**src/wdt_map.svh**
```systemverilog
`ifndef WDT_MAP_SVH
`define WDT_MAP_SVH

// system clock and slow oscillator rates
`define WDT_CLK_FREQ_KHZ 200000
`define WDT_CLK_PERIOD_PS 5000
`define WDT_OSC_FREQ_KHZ 80
`define WDT_OSC_DIV (`WDT_CLK_FREQ_KHZ / `WDT_OSC_FREQ_KHZ)
`define WDT_OSC_DIV_W 12

// interval select: timeout = 2^(2*sel+4) slow ticks
`define WDT_SEL_W 3
`define WDT_SEL_RESET 3'h7
`define WDT_SEL_SHIFT_BASE 5'h04
`define WDT_CNT_W 20

// width of the system reset request, least time
`define WDT_FIRE_NS 100
`define WDT_FIRE_CYCLES ((`WDT_FIRE_NS * 1000 + `WDT_CLK_PERIOD_PS - 1) / `WDT_CLK_PERIOD_PS)
`define WDT_FIRE_W 8

`endif

```
**src/wdt_pkg.sv**
```systemverilog
package wdt_pkg;
    typedef enum logic [1:0] {
        WDT_ST_OFF = 2'h0,
        WDT_ST_RUN = 2'h1,
        WDT_ST_FIRE = 2'h3
    } wdt_state_e;
endpackage : wdt_pkg

```
**src/wdt_watchdog_unit.sv**
```systemverilog
// Function
// - When the counter overflows the block asserts a whole-system reset request.
// - After any reset the watchdog is enabled and counting at its longest interval.
// - Software can disable the watchdog as long as it is not locked.
// - Once locked, disable attempts are ignored until the next system reset.
// - While locked, configuration changes including the interval are rejected.
// - A watchdog reset never drives or changes the external reset pin.
// - The counter advances only on the slow oscillator, not the system clock.
// - The slow oscillator runs at a nominal 80 kHz, setting the timeout granularity.
`timescale 1ns/1ps
`include "wdt_map.svh"

module wdt_watchdog_unit
    import wdt_pkg::*;
(
    // clock and reset
    input wire logic clk,
    input wire logic resetn,
    // software control strobes
    input wire logic restart,
    input wire logic enable_we,
    input wire logic enable_val,
    input wire logic lock_req,
    input wire logic interval_we,
    input wire logic [`WDT_SEL_W-1:0] interval_val,
    // status
    output logic wdt_enabled,
    output logic wdt_locked,
    output logic [`WDT_SEL_W-1:0] wdt_interval,
    output logic [`WDT_CNT_W-1:0] wdt_count,
    output logic write_refused,
    output logic osc_tick,
    // system reset request
    output logic sys_reset_req,
    // external reset pin, never driven
    output logic rst_pin_out,
    output logic rst_pin_oe_n
);
    localparam logic [`WDT_FIRE_W-1:0] FIRE_LAST = `WDT_FIRE_W'(`WDT_FIRE_CYCLES - 1);

    wdt_state_e state;
    wdt_state_e next_state;
    logic restart_pend;
    logic [`WDT_FIRE_W-1:0] fire_cnt;
    logic [`WDT_CNT_W-1:0] limit;
    logic overflow;
    logic disable_try;
    logic cfg_try;
    logic interval_ok;
    logic disable_ok;
    logic fire_done;

    function automatic logic [`WDT_CNT_W-1:0] wdt_limit(input logic [`WDT_SEL_W-1:0] sel);
        logic [4:0] sh;
        sh = {1'b0, sel, 1'b0} + `WDT_SEL_SHIFT_BASE;
        // sel 7 is the longest interval, 2^18 ticks
        return (`WDT_CNT_W'h1 << sh) - `WDT_CNT_W'h1;
    endfunction : wdt_limit

    // a control write lands only while unlocked
    function automatic logic wdt_accept(input logic we, input logic locked);
        return we && !locked;
    endfunction : wdt_accept

    // slow oscillator tick, 80 kHz from the system clock
    wdt_slow_osc_div u_osc (
        .clk(clk),
        .resetn(resetn),
        .osc_tick(osc_tick)
    );

    assign limit = wdt_limit(wdt_interval);
    assign overflow = osc_tick && !restart_pend && (wdt_count >= limit);
    assign disable_try = enable_we && !enable_val;
    assign cfg_try = enable_we || interval_we;
    assign interval_ok = wdt_accept(interval_we, wdt_locked);
    assign disable_ok = wdt_accept(disable_try, wdt_locked) && !lock_req;
    assign fire_done = (fire_cnt == FIRE_LAST);

    // the watchdog reset is internal only
    assign rst_pin_out = 1'b0;
    assign rst_pin_oe_n = 1'b1;

    // lock is sticky until system reset
    always_ff @(posedge clk) begin
        if (!resetn) begin
            wdt_locked <= 1'b0;
        end else if (lock_req) begin
            wdt_locked <= 1'b1;
        end
    end

    // configuration, frozen while locked
    always_ff @(posedge clk) begin
        if (!resetn) begin
            wdt_interval <= `WDT_SEL_RESET;
        end else if (interval_ok) begin
            wdt_interval <= interval_val;
        end
    end

    always_ff @(posedge clk) begin
        if (!resetn) begin
            write_refused <= 1'b0;
        end else begin
            write_refused <= cfg_try && wdt_locked;
        end
    end

    // restart waits for the next slow tick; a new restart wins over consumption
    always_ff @(posedge clk) begin
        if (!resetn) begin
            restart_pend <= 1'b0;
        end else if (restart || interval_ok) begin
            restart_pend <= 1'b1;
        end else if (osc_tick) begin
            restart_pend <= 1'b0;
        end
    end

    always_comb begin
        next_state = state;
        case (state)
            WDT_ST_OFF: begin
                if ((enable_we && enable_val) || lock_req) begin
                    next_state = WDT_ST_RUN;
                end
            end
            WDT_ST_RUN: begin
                if (disable_ok) begin
                    next_state = WDT_ST_OFF;
                end else if (overflow) begin
                    next_state = WDT_ST_FIRE;
                end
            end
            WDT_ST_FIRE: begin
                if (fire_done) begin
                    next_state = WDT_ST_RUN;
                end
            end
            default: begin
                next_state = WDT_ST_RUN;
            end
        endcase
    end

    always_ff @(posedge clk) begin
        if (!resetn) begin
            state <= WDT_ST_RUN;
        end else begin
            state <= next_state;
        end
    end

    // counter advances on slow ticks only
    always_ff @(posedge clk) begin
        if (!resetn) begin
            wdt_count <= '0;
        end else if (state != WDT_ST_RUN) begin
            wdt_count <= '0;
        end else if (osc_tick) begin
            if (restart_pend || overflow) begin
                wdt_count <= '0;
            end else begin
                wdt_count <= wdt_count + `WDT_CNT_W'h1;
            end
        end
    end

    always_ff @(posedge clk) begin
        if (!resetn) begin
            fire_cnt <= '0;
        end else if (state == WDT_ST_FIRE) begin
            fire_cnt <= fire_cnt + `WDT_FIRE_W'h1;
        end else begin
            fire_cnt <= '0;
        end
    end

    always_ff @(posedge clk) begin
        if (!resetn) begin
            sys_reset_req <= 1'b0;
        end else begin
            sys_reset_req <= (next_state == WDT_ST_FIRE);
        end
    end

    // enable status registered alongside the state register
    always_ff @(posedge clk) begin
        if (!resetn) begin
            wdt_enabled <= 1'b1;
        end else begin
            wdt_enabled <= (next_state != WDT_ST_OFF);
        end
    end
endmodule : wdt_watchdog_unit

```
**src/wdt_slow_osc_div.sv**
```systemverilog
`timescale 1ns/1ps
`include "wdt_map.svh"

module wdt_slow_osc_div (
    // clock and reset
    input wire logic clk,
    input wire logic resetn,
    // one-cycle pulse at the slow oscillator rate
    output logic osc_tick
);
    logic [`WDT_OSC_DIV_W-1:0] div_cnt;
    localparam logic [`WDT_OSC_DIV_W-1:0] DIV_LAST = `WDT_OSC_DIV_W'(`WDT_OSC_DIV - 1);

    always_ff @(posedge clk) begin
        if (!resetn) begin
            div_cnt <= '0;
            osc_tick <= 1'b0;
        end else if (div_cnt == DIV_LAST) begin
            div_cnt <= '0;
            osc_tick <= 1'b1;
        end else begin
            div_cnt <= div_cnt + `WDT_OSC_DIV_W'h1;
            osc_tick <= 1'b0;
        end
    end
endmodule : wdt_slow_osc_div

```
**config.mk**
```make
export PLATFORM = sky130hd
export DESIGN_NAME = wdt_watchdog_unit
export DESIGN_NICKNAME = d
export VERILOG_FILES = /design/src/wdt_pkg.sv /design/src/wdt_watchdog_unit.sv /design/src/wdt_slow_osc_div.sv
export VERILOG_INCLUDE_DIRS = /design/src
export SDC_FILE = /design/constraint.sdc
export NUM_CORES = 1
export LEC_CHECK = 0
export ABC_AREA = 0
export BUFFER_PORTS_ARGS = -buffer_cell sky130_fd_sc_hd__buf_2
export CAP_MARGIN = 5
export CORE_ASPECT_RATIO = 0.9
export CORE_UTILIZATION = 50
export DETAILED_ROUTE_END_ITERATION = 16
export PLACE_DENSITY = 0.71
export SLEW_MARGIN = 20
export SYNTH_ARGS = -nofsm -noshare
export SYNTH_HDL_FRONTEND = slang
export SYNTH_HIERARCHICAL = 1
export SYNTH_SLANG_ARGS = --single-unit
```
**constraint.sdc**
```tcl
create_clock -name clk -period 5.4 [get_ports clk]
set_clock_uncertainty 0.15 [all_clocks]
set_input_delay 0.54 -clock clk [delete_from_list [all_inputs] [get_ports clk]]
set_output_delay 0.54 -clock clk [all_outputs]
set_load 0.02 [all_outputs]
```
**Yosys cells after proc, flatten, opt, wreduce, memory -nomap -nowiden**

Cells that the tools add are included.
Widths: inputs -> output; s select.

- Add/subtract/negate cells: 5
- Magnitude comparators: 1
- Equality and inequality tests: 6
- Shift-type cells: 1
- Multiplexer cells: 9
- Bitwise logic cells: 1
- Reductions and logical operators: 22

Operators with widths:

| operator | count |
|---|---|
| $add 20x1->20 const B | 1 |
| $ge 20x20->1 | 1 |
| $mux 20 | 1 |
| $shl 1x5->20 const A | 1 |
| $sub 20x1->20 const B | 1 |
| $add 12x1->12 const B | 1 |
| $eq 12x12->1 const B | 1 |
| $add 8x1->8 const B | 1 |
| $eq 8x5->1 const B | 1 |
| $logic_and 1x1->1 | 8 |
| $mux 2 | 4 |
| $pmux 2 s3 | 1 |
| $add 4x3->5 const B | 1 |
| $eq 2x2->1 const B | 2 |
| $logic_not 1->1 | 4 |
| $logic_or 1x1->1 | 4 |
| $reduce_bool 2->1 | 2 |
| $reduce_or 2->1 | 2 |
| $mux 1 | 3 |
| $eq 2x1->1 const B | 1 |
| $logic_not 2->1 | 1 |
| $ne 2x1->1 const B | 1 |
| $reduce_and 2->1 | 1 |
| $not 1->1 | 1 |

- Register bits: 51
- Bits of input ports: 10
- Output and inout port bits: 30
- Logic and storage cells: 56

**Longest topological paths before layout**

Gate-level depths: netlist (run 1).

- Depth after elaboration: 9
- Mapped depth: 15
- Mapped depth without buffers: 14

**Hierarchy**

Netlist (run 1), hierarchy kept.

By module, submodules not included:

| module | instances | cells an instance | area an instance (µm²) | seq. area each (µm²) |
|---|---|---|---|---|
| wdt_watchdog_unit | 1 | 241 | 2249.7 | 760.7 |
| wdt_slow_osc_div | 1 | 62 | 584.3 | 260.2 |

**Least setup slack after synthesis (run 1)**

No wires, ideal clock.

- Kind: register to register
- Start: reg wdt_interval[1]
- End: reg wdt_count[10]
- Library setup time: 0.137 ns
- Data arrival time: 3.270 ns
- Data required time: 5.113 ns
- Slack: 1.843 ns
- Stages on the path, launching flop included: 16
- Path buffers: 1
- Period minus slack after synthesis: 3.557 ns
- Cells stage by stage: dfxtp_1 > inv_1 > ha_1 > nor2_1 > nand3_1 > ha_1 > inv_1 > or3_1 > xor2_1 > ha_1 > nand4_1 > nor4_1 > o211ai_2 > a31oi_4 > buf_8 > nor3_2

- Longest elaborated chain between the ends: 7

Ends and longest elaborated chain:

| element | RTL line | RTL |
|---|---|---|
| start, declared | wdt_watchdog_unit.sv:29 | `` output logic [`WDT_SEL_W-1:0] wdt_interval, `` |
| start signal, assigned | wdt_watchdog_unit.sv:96 | `` wdt_interval <= `WDT_SEL_RESET; `` |
| start signal, assigned | wdt_watchdog_unit.sv:98 | `wdt_interval <= interval_val;` |
| $add 4x3->5 (no line) | -- |  |
| $shl 1x5->20 (no line) | -- |  |
| $sub 20x1->20 | wdt_watchdog_unit.sv:57 | `` return (`WDT_CNT_W'h1 << sh) - `WDT_CNT_W'h1; `` |
| $ge 20x20->1 | wdt_watchdog_unit.sv:73 | `assign overflow = osc_tick && !restart_pend && (wdt_count >= limit);` |
| $logic_and 1x1->1 | wdt_watchdog_unit.sv:73 |  |
| $logic_or 1x1->1 | wdt_watchdog_unit.sv:162 | `if (restart_pend \|\| overflow) begin` |
| $mux 20 | wdt_watchdog_unit.sv:162 |  |
| end signal, assigned | wdt_watchdog_unit.sv:165 | `` wdt_count <= wdt_count + `WDT_CNT_W'h1; `` |
| end, declared | wdt_watchdog_unit.sv:30 | `` output logic [`WDT_CNT_W-1:0] wdt_count, `` |

No other way between the ends.
A chain may end at the register's enable or synchronous reset.

**Worst setup path after layout (run 1)**

- Start: reg wdt_interval[1]
- End: reg wdt_count[9]

Same word-level chain as after synthesis.

==> results of run 1 <==
-- layer usage --
metal	wire, um	up-vias	GRT usage, %
met5	0	-	0
met4	61	0	6.15
met3	176	7	4.84
met2	2510	33	33.0
met1	2780	1056	26.7
li1	-	1172	-
-- synthesized netlist by cell type, types with 2 or more instances --
| library cell | number | area share, % |
|---|---|---|
| a21oi_1 | 16 | 2.8 |
| a31oi_1 | 2 | 0.44 |
| and3_1 | 4 | 0.88 |
| and3_2 | 2 | 0.53 |
| and4_1 | 4 | 1.2 |
| and4_2 | 2 | 0.71 |
| buf_4 | 2 | 0.53 |
| clkbuf_1 | 2 | 0.26 |
| conb_1 | 2 | 0.26 |
| dfxtp_1 | 51 | 36 |
| ha_1 | 26 | 11 |
| inv_1 | 11 | 1.5 |
| nand2_1 | 23 | 3.0 |
| nand2b_1 | 3 | 0.66 |
| nand3_1 | 17 | 3.0 |
| nand4_1 | 10 | 2.2 |
| nor2_1 | 18 | 2.4 |
| nor2b_1 | 3 | 0.66 |
| nor3_1 | 8 | 1.4 |
| nor3_2 | 10 | 3.5 |
| nor4_1 | 4 | 0.88 |
| o211ai_1 | 2 | 0.53 |
| o21ai_0 | 8 | 1.4 |
| o22ai_1 | 2 | 0.44 |
| o31ai_1 | 4 | 1.1 |
| or3_1 | 3 | 0.66 |
| or4_1 | 4 | 1.1 |
| xnor2_1 | 10 | 3.1 |
| xor2_1 | 19 | 5.9 |
-- metrics by stage --
step                      instance area, um^2  total power (uW)
after floorplan                          2830               447
after global placement                   3040               461
after detailed placement                 3040               463
after CTS                                3130               687
after global routing                     3130               712
final                                    3130               678
-- sequential cells by signal (all words and copies together), names as in the netlist --
| signal | cells |
|---|---|
| wdt_locked | 1 |
| state | 2 |
| u_osc/osc_tick | 1 |
| u_osc/div_cnt | 12 |
| restart_pend | 1 |
| write_refused | 1 |
| wdt_count | 20 |
| fire_cnt | 8 |
| wdt_enabled | 1 |
| sys_reset_req | 1 |
| wdt_interval | 3 |
-- area by class of cell --
cell class | instances | area, um^2
Clock buffer | 6 | 72.6
Clock inverter | 2 | 16.3
Fill cell | 534 | 2220
Inverter | 11 | 41.3
Multi-Input combinational cell | 233 | 1710
Sequential cell | 51 | 1020
Tap cell | 67 | 83.8
Timing Repair Buffer | 37 | 185
-- power groups by stage --
stage               combinational, uW  clock, uW  sequential, uW
floorplan                        48.5          0             399
global placement                 65.2          0             396
detailed placement               66.6          0             396
CTS                              67.0        232             388
global route                     74.8        248             389
finish                           66.7        224             388
-- worst max-delay path: stages, from the launching register on --
cell and delay, ns:
dfxtp_1 0.50, inv_1 0.17, ha_1 0.42, nor2_1 0.10, nand3_1 0.10, ha_1 0.18, inv_1 0.06, or3_1 0.35
xor2_1 0.15, ha_1 0.30, nand4_1 0.09, nor4_1 0.25, o211ai_2 0.19, a31oi_4 0.62, nor3_1 0.12
-- cells by family after synthesis --
group / Yosys count / share of synthesized area, %
buffers and inverters: 19 / 3.80
and+or+nand+nor: 126 / 26.3
DFF: 51 / 36.0
AOI/OAI and AO/OA: 49 / 12.8
adders and majority gates: 26 / 11.5
other: 2 / 0.265
muxes: 1 / 0.353
xor gates and xnor gates: 29 / 8.96
-- worst paths after layout --
check	from	endpoint	slack (ns)	cells past startpoint
setup reg to reg	wdt_interval[1]	wdt_count[9]	1.51	14
hold reg to reg	fire_cnt[0]	fire_cnt[0]	0.30	1
setup / recovery	wdt_interval[1]	wdt_count[9]	1.51	14
hold / removal	interval_val[0]	wdt_interval[0]	0.30	3
==> impl_metrics.csv, run 1 <==
group,metric,value,unit
logic_synthesis,synth_seq_area_share,36.0,%
clock_tree,clkLatencyLatePin,0.31,ns
placed_design,portBuffers,37,
clock_tree,clock_sinks,51,
finish,post-route-util,58.4,%
routing,vias,2268,
power_and_ir_drop,share_seq_of_total_power,57.2,%
run_status,status,"finished clean",
logic_synthesis,synthesis.area_per_instance,9.35,um^2
critical_path,endpoint_kind,"flop",
placed_design,placed_cells,399,
timing,hold_viol,0,
grt,grt_pass1_wl,9.35,mm
power_and_ir_drop,power.net_switching,178,uW
logic_synthesis,netlist-cell-type-count,60,
power_and_ir_drop,clkPwrFrac,33.0,%
timing,final-max-slew-violation-count,0,
logic_synthesis,mappedNetlistNets,339,
routing,remaining_drc_errors,0,
logic_synthesis,synthesis.yosys.warnings,6,
floorplan,row_count,25,
logic_synthesis,async_flop_share,0,%
power_and_ir_drop,power.static_leakage,0.00131,uW
grt,grt_antenna_before_repair,0,
timing,period_needed,3.89,ns
power_and_ir_drop,internal_power,500,uW
timing,hold_slack,0.296,ns
routing,routedWlPerCell,13.6,um
finish,layout.cells.non_filler,407,
finish,synthToLayoutAreaGrowth,10.3,%
finish,final_cell_mix,"51 x dfxtp_1, 37 x buf_2, 26 x ha_1",
floorplan,design.portCount,40,
clock_tree,tritoncts.num_buffers,5,
timing,tightest_slew,0.673,ns
timing,setup_viol_count_final,0,
logic_synthesis,dominantRegCellSynth,"dfxtp_1",
floorplan,initial_utilization,53.0,%
clock_tree,htree_num_levels,2,
clock_tree,cts-root-to-sink-buffers,2,
timing,rsz0062_at_grt,"false",
power_and_ir_drop,netSwitchingFraction,26.3,%
clock_tree,root_buffer,"clkbuf_8",
finish,post_route_cells_drive_above_1_share,20.9,%
timing,finalCritPeriodShare,72.1,%
finish,mostFrequentLayoutCell,"dfxtp_1",
floorplan,floorplan.core_area,5350,um^2
critical_path,crit_required,5.42,ns
logic_synthesis,ys_ff_latch,51,
clock_tree,tritoncts,"built",
critical_path,worst-setup-path-type,"flop to flop",
power_and_ir_drop,power.share.combinational,9.8,%
timing,setup_slack,1.51,ns
routing,initialDrtViolationCount,135,
logic_synthesis,number_of_flops_mapped_to_enable_cells_by_yosys,0,
floorplan,die_span_y,73.4,um
floorplan,chip_width,81.4,um
timing,maxClockFrequency,257,MHz
clock_tree,postCtsSetupRepairBufs,0,
floorplan,floorplan.die_area,5970,um^2
timing,timing.setup.tns,0,ns
clock_tree,cts_repair_resize_count,0,
hold_path,hold_class,"input port to flop",
logic_synthesis,syn_inst,303,
grt,grtUsageTotal,20.4,%
timing,max-slew-margin-rel,55.1,%
routing,dr.pass1.iters,5,
flow_run,drv.max_cap_violation_count,0,
clock_tree,hold_buffers,0,
finish,insertedDiodeCount,0,
placed_design,worst_setup_slack_after_placement,1.51,ns
logic_synthesis,synthesized_cell_area,2830,um^2
routing,detail-route-antenna-nets,0,
power_and_ir_drop,vdd_drop_max,0.162,mV
routing,viasPerCell,5.57,
grt,grt_pass1_vias,2041,
grt,grt_start_max_net_pins,19,
power_and_ir_drop,power_density,217,nW/um^2
finish,final_nets,375,
placed_design,detailed_place_hpwl,4.15,mm
grt,global_route.overflow_total,0,
clock_tree,reg_clk_slew_reported_paths,0.10,ns
critical_path,worstPathArrival,3.91,ns
placed_design,routabilityCongestion,0.901,
routing,totalWireLength,5.52,mm
critical_path,worst-path-max-fanout,18,
critical_path,crit_path_start_kind,"flop",
(Power assumes the default switching activity.)
==> run 2: changes to the inputs <==
--- a/config.mk
+++ b/config.mk
@@ -6,13 +6,13 @@
 export SDC_FILE = /design/constraint.sdc
 export NUM_CORES = 1
 export LEC_CHECK = 0
-export ABC_AREA = 0
+export ABC_AREA = 1
 export BUFFER_PORTS_ARGS = -buffer_cell sky130_fd_sc_hd__buf_2
 export CAP_MARGIN = 5
 export CORE_ASPECT_RATIO = 0.9
 export CORE_UTILIZATION = 50
 export DETAILED_ROUTE_END_ITERATION = 16
-export PLACE_DENSITY = 0.71
+export PLACE_DENSITY = 0.73
 export SLEW_MARGIN = 20
 export SYNTH_ARGS = -nofsm -noshare
 export SYNTH_HDL_FRONTEND = slang
==> constraint.sdc (replaced) <==
create_clock -name clk -period 3.3 [get_ports clk]
set_clock_uncertainty 0.15 [all_clocks]
set_input_delay 0.33 -clock clk [delete_from_list [all_inputs] [get_ports clk]]
set_output_delay 0.33 -clock clk [all_outputs]
set_load 0.02 [all_outputs]
==> impl_metrics.csv, run 2 <==
group,metric,value,unit
flow_run,drv.max_cap_violation_count,0,
logic_synthesis,synthDominantAreaCellType,"dfxtp_1",
critical_path,endpoint_kind,"flop",
clock_tree,cts-root-to-sink-buffers,2,
routing,remaining_drc_errors,8,
critical_path,worstPathArrival,3.10,ns
critical_path,worst-setup-path-type,"flop to flop",
routing,detail-route-antenna-nets,0,
floorplan,chip_width,83.9,um
finish,post_route_cells_drive_above_1_share,17.0,%
hold_path,hold_class,"input port to flop",
timing,setup_viol_count_final,0,
timing,final-max-slew-violation-count,0,
logic_synthesis,number_of_flops_mapped_to_enable_cells_by_yosys,0,
floorplan,initial_utilization,52.4,%
finish,insertedDiodeCount,0,
finish,max_flop_register,"wdt_count",
finish,final_nets,500,
power_and_ir_drop,vdd_drop_max,0.342,mV
floorplan,design.portCount,40,
finish,post-route-util,58.3,%
timing,period_needed,3.01,ns
timing,finalCritPeriodShare,91.3,%
logic_synthesis,synth_seq_area_share,33.8,%
placed_design,routabilityCongestion,0.836,
timing,maxClockFrequency,332,MHz
placed_design,portBuffers,37,
floorplan,floorplan.die_area,6350,um^2
finish,final_cell_mix,"78 x nand2_1, 62 x nor2_1, 59 x inv_1",
power_and_ir_drop,netSwitchingFraction,26.7,%
run_status,violations,"design-rule violations",
timing,tightest_slew,0.834,ns
logic_synthesis,netlist-cell-type-count,33,
power_and_ir_drop,power.net_switching,297,uW
floorplan,floorplan.core_area,5760,um^2
timing,rsz0062_at_grt,"false",
logic_synthesis,synthesized_cell_area,3020,um^2
logic_synthesis,synth_area_leaders,"dfxtp_1 34%, ha_1 11%, nand2_1 9.7%",
clock_tree,root_buffer,"clkbuf_8",
timing,timing.setup.tns,0,ns
logic_synthesis,async_flop_share,0,%
critical_path,crit_required,3.39,ns
critical_path,crit_path_start_kind,"flop",
grt,grtUsageTotal,21.8,%
power_and_ir_drop,share_seq_of_total_power,56.7,%
logic_synthesis,syn_inst,423,
hold_path,hold_depth,3,
power_and_ir_drop,power_density,332,nW/um^2
grt,grt_pass1_vias,2448,
grt,grt_antenna_before_repair,0,
routing,vias,2687,
power_and_ir_drop,clkPwrFrac,32.6,%
floorplan,row_count,26,
routing,totalWireLength,6.41,mm
finish,mostFrequentLayoutCell,"nand2_1",
clock_tree,clkLatencyLatePin,0.30,ns
critical_path,ff2ff_path_depth,20,
grt,grt_start_max_net_pins,20,
logic_synthesis,ys_ff_latch,51,
finish,largest_register_ff_count,20,
timing,hold_viol,0,
routing,dr.pass1.iters,11,
critical_path,worst-path-max-fanout,16,
logic_synthesis,dominantRegCellSynth,"dfxtp_1",
logic_synthesis,post-synth-top-count-cell,"nand2_1",
placed_design,detailed_place_hpwl,5.02,mm
floorplan,die_span_y,75.7,um
run_status,status,"finished with violations",
clock_tree,reg_clk_slew_reported_paths,0.09,ns
routing,routedWlPerCell,12.0,um
logic_synthesis,yosys.area.top_type_share,33.8,%
logic_synthesis,ys_top_cells_by_count,"78 x nand2_1, 63 x nor2_1, 60 x inv_1",
power_and_ir_drop,power.share.combinational,10.7,%
clock_tree,tritoncts.num_buffers,5,
clock_tree,htree_num_levels,2,
timing,max-slew-margin-rel,44.3,%
clock_tree,tritoncts,"built",
logic_synthesis,synthesis.yosys.warnings,6,
logic_synthesis,mappedNetlistNets,459,
finish,synthToLayoutAreaGrowth,11.3,%
finish,reg_top3,"wdt_count (20), u_osc/div_cnt (12), fire_cnt (8)",
power_and_ir_drop,internal_power,818,uW
grt,grt_pass1_wl,10.9,mm
grt,global_route.overflow_total,0,
power_and_ir_drop,power.static_leakage,0.00156,uW
routing,viasPerCell,5.02,
clock_tree,postCtsSetupRepairBufs,0,
logic_synthesis,synthesis.area_per_instance,7.13,um^2
clock_tree,clock_sinks,51,
routing,initialDrtViolationCount,148,
[run 2: cell types whose count changed in the layout (fill, tap and decap cells not counted), sizes merged, moves of 11 or more]
cell / before / now
nand2: 24 / 84
nor3: 18 / 7
xor2: 19 / 6
nor2: 18 / 75
inv: 12 / 64
nand3: 17 / 39
[run 2: worst paths after layout]
kind	start	endpoint	slack (ns)
hold / removal	restart	restart_pend	0.09
hold reg to reg	fire_cnt[0]	fire_cnt[0]	0.31
setup reg to reg	wdt_interval[1]	wdt_count[6]	0.29
setup / recovery	wdt_interval[1]	wdt_count[6]	0.29
[run 2: cells by family after synthesis]
family          synth area share (%)
compound gates                  7.84
xor+xnor                        2.90
fa+ha+maj                       10.8
buf+inv                         9.20
flops                           33.8
other cells                    0.249
simple gates                    35.2
[run 2: worst max-delay path: stages (launching register included)]
cell and delay (ns):
dfxtp_1 0.32, inv_1 0.16, ha_2 0.34, nor2_2 0.18, nand3_1 0.10, ha_1 0.20, inv_1 0.11, nor3_1 0.07
xor2_1 0.15, ha_1 0.19, nand2_1 0.05, nand2_1 0.04, nand2_1 0.05, nand2_1 0.05, nand2_1 0.05, nand2_1 0.07
nor2_2 0.17, nand3_2 0.09, nand2_1 0.12, clkinv_4 0.14, nor2_1 0.13
[run 2: metal layers]
layer	routed length [um]	vias to the layer above	global-route usage, %
met5	0	-	0
met4	70	0	4.60
met3	244	6	4.77
met2	2930	53	37.7
met1	3170	1188	28.4
li1	-	1440	-
[run 2: layout make-up]
class                   instances  area (um^2)
well taps                      70         87.6
inverters                      64          245
multi-input cells             304         1720
flip-flops and latches         51         1020
fillers                       553         2400
clock inverters                 2         16.3
repair buffers                 38          193
clock buffers                   6         72.6
[run 2: timing repair]
| action | 4_1_cts | 5_1_grt |
|---|---|---|
| hold buffers | 0 | 0 |
| gates resized for setup | 0 | 6 |
| setup endpoints to repair | 0 | 16 |
[run 2: power by group through the flow]
| stage | clock network (uW) | registers, uW | logic (uW) |
|---|---|---|---|
| 6_report | 364 | 633 | 119 |
| 4_1_cts | 375 | 633 | 118 |
| 2_1_floorplan | 0 | 653 | 76.9 |
| 3_5_place_dp | 0 | 647 | 117 |
| 5_1_grt | 402 | 635 | 136 |
| 3_3_place_gp | 0 | 646 | 114 |
[run 2: stage by stage]
stage	std cells	hold WS [ns]	total power (uW)	cell area, um^2	worst slack (ns)
after global placement	527	0.288	760	3260	0.244
after CTS	535	0.0786	1130	3350	0.0405
after detailed placement	527	0.295	764	3260	0.0684
after floorplan	423	0.268	730	3020	0.123
after global routing	535	0.0859	1170	3360	0.0220
final	535	0.0871	1120	3360	0.288
==> run 3: changes to the inputs <==
==> constraint.sdc (replaced) <==
create_clock -name clk -period 3.3 [get_ports clk]
set_clock_uncertainty 0.15 [all_clocks]
set_input_delay 0.33 -clock clk [delete_from_list [all_inputs] [get_ports clk]]
set_output_delay 0.33 -clock clk [all_outputs]
set_load 0.1 [all_outputs]
==> impl_metrics.csv, run 3 (synthesis gave the netlist of run 2 again) <==
group,metric,value,unit
run_status,status,"finished with violations",
run_status,violations,"design-rule violations",
clock_tree,tritoncts.num_buffers,5,
finish,final_cell_mix,"78 x nand2_1, 62 x nor2_1, 60 x inv_1",
routing,detail-route-antenna-nets,0,
clock_tree,clock_sinks,51,
routing,viasPerCell,5.02,
grt,grt_antenna_before_repair,0,
critical_path,crit_required,3.35,ns
finish,synthToLayoutAreaGrowth,11.5,%
critical_path,crit_path_max_incr_delay,0.38,ns
grt,grt_pass1_wl,10.8,mm
timing,timing.setup.tns,0,ns
routing,initialDrtViolationCount,164,
finish,post_route_cells_drive_above_1_share,17.0,%
finish,post-route-util,58.5,%
floorplan,floorplan.die_area,6350,um^2
hold_path,min_from,"interval_val[2]",
placed_design,portBuffers,37,
critical_path,worstPathArrival,3.05,ns
power_and_ir_drop,power.net_switching,331,uW
clock_tree,tritoncts,"built",
clock_tree,reg_clk_slew_reported_paths,0.09,ns
placed_design,routabilityCongestion,0.872,
grt,grt_start_max_net_pins,20,
grt,global_route.overflow_total,0,
timing,setup_viol_count_final,0,
hold_path,worstHoldEndpoint,"wdt_interval[2]",
placed_design,detailed_place_hpwl,4.92,mm
floorplan,row_count,26,
routing,totalWireLength,6.39,mm
critical_path,endpoint_kind,"flop",
clock_tree,root_buffer,"clkbuf_8",
timing,finalCritPeriodShare,90.7,%
power_and_ir_drop,vdd_drop_max,0.261,mV
critical_path,cpMaxStageDelayCell,"dfxtp_4",
timing,rsz0062_at_grt,"false",
critical_path,worst-setup-path-type,"flop to flop",
critical_path,worstReg2RegStart,"wdt_interval[1]",
critical_path,ff2ff_path_depth,18,
power_and_ir_drop,internal_power,814,uW
timing,maxClockFrequency,334,MHz
finish,layout.cells.non_filler,534,
finish,largest_register_ff_count,20,
critical_path,crit_path_frequent_cell,"nor2_2",
timing,hold_viol,0,
clock_tree,hold_buffers,0,
clock_tree,htree_num_levels,2,
power_and_ir_drop,power.static_leakage,0.00156,uW
power_and_ir_drop,netSwitchingFraction,28.9,%
placed_design,placed_cells,526,
routing,routedWlPerCell,12.0,um
grt,grtUsageTotal,21.2,%
clock_tree,clkLatencyLatePin,0.30,ns
finish,reg_top3,"wdt_count (20), u_osc/div_cnt (12), fire_cnt (8)",
routing,vias,2682,
grt,grt_pass1_vias,2340,
power_and_ir_drop,power_density,340,nW/um^2
hold_path,hold_depth,3,
power_and_ir_drop,share_seq_of_total_power,55.4,%
finish,final_nets,499,
critical_path,r2r_path_end,"wdt_count[5]",
finish,mostFrequentLayoutCell,"nand2_1",
power_and_ir_drop,power.share.combinational,13.4,%
hold_path,hold_class,"input port to flop",
timing,max-slew-margin-rel,45.8,%
finish,insertedDiodeCount,0,
timing,period_needed,2.99,ns
timing,tightest_slew,0.812,ns
critical_path,ff2ff_setup_slack,0.31,ns
flow_run,drv.max_cap_violation_count,0,
floorplan,design.portCount,40,
clock_tree,cts-root-to-sink-buffers,2,
timing,final-max-slew-violation-count,0,
critical_path,crit_path_start_kind,"flop",
floorplan,initial_utilization,52.4,%
floorplan,floorplan.core_area,5760,um^2
routing,remaining_drc_errors,8,
critical_path,cp_top_family,"simple AND/OR/NAND/NOR gates",
critical_path,cp_cell_sequence,"inv_1, ha_4, nor2_2, nand3_1, ha_1, inv_1, nor3_1, xor2_1, ha_1, nand4_1, nor2_2, nand2_1, nor2_1, nor2_2, nand3_2, nand2_1, clkinv_4, nor2_1",
critical_path,timing.critical_path.buf_inv,3,
finish,max_flop_register,"wdt_count",
power_and_ir_drop,clkPwrFrac,31.2,%
floorplan,chip_width,83.9,um
floorplan,die_span_y,75.7,um
routing,dr.pass1.iters,11,
critical_path,worst-path-max-fanout,16,
timing,hold_slack,0.0927,ns
-- run 3: cell types whose count changed in the layout (fill, tap and decap cells not counted) --
| cell | previous run | this run |
|---|---|---|
| ha_4 | 0 | 1 |
| inv_1 | 59 | 60 |
| dfxtp_1 | 51 | 49 |
| inv_6 | 1 | 0 |
| ha_2 | 1 | 0 |
| buf_4 | 1 | 0 |
| clkinv_2 | 0 | 1 |
| dfxtp_4 | 0 | 2 |
| inv_2 | 4 | 3 |
-- run 3: power by group through the flow --
stage | Sequential [uW] | Combinational [uW] | Clock, uW
2_1_floorplan | 682 | 84.9 | 0
3_3_place_gp | 648 | 147 | 0
3_5_place_dp | 648 | 150 | 0
4_1_cts | 634 | 150 | 367
5_1_grt | 636 | 171 | 392
6_report | 634 | 154 | 357
-- run 3: tightest hold or removal path: stages --
cell and delay, ns:
buf_2 0.08, nand2_1 0.04, o211ai_1 0.06
-- run 3: what timing repair did --
item,CTS,global route
endpoints found under the hold margin,0,0
setup endpoints to repair,0,16
setup buffers,0,0
resized for setup,0,4
-- run 3: cell type report --
class / instances / area (um^2)
Fill cell: 524 / 2390
Multi-Input combinational cell: 304 / 1730
Inverter: 64 / 245
Timing Repair Buffer: 37 / 185
Tap cell: 70 / 87.6
Clock buffer: 6 / 72.6
Sequential cell: 51 / 1030
Clock inverter: 2 / 12.5
-- run 3: worst max path at each step --
stage	from	end	slack [ns]	cells past startpoint
2_1_floorplan	wdt_interval[1]	wdt_count[12]	0.03	19
3_3_place_gp	wdt_interval[1]	wdt_count[7]	0.25	18
3_5_place_dp	wdt_interval[1]	wdt_count[5]	0.13	18
4_1_cts	wdt_interval[1]	wdt_count[5]	0.1	18
5_1_grt	wdt_interval[1]	wdt_count[12]	0.06	18
6_report	wdt_interval[1]	wdt_count[5]	0.31	18
-- run 3: stage by stage --
step	setup WS [ns]	power [uW]	cell area [um^2]
after global placement	0.250	795	3260
after floorplan	0.0280	767	3030
after global routing	0.0612	1200	3370
after CTS	0.0999	1150	3350
final	0.306	1150	3370
after detailed placement	0.134	798	3260
-- run 3: metal layers --
layer  share of wire (%)  track usage [%]  vias up
li1                    -                -     1439
met5                   0                0        -
met2                  44             34.9       54
met3                 3.8             3.90        4
met4                0.69             4.98        0
met1                  52             29.4     1185
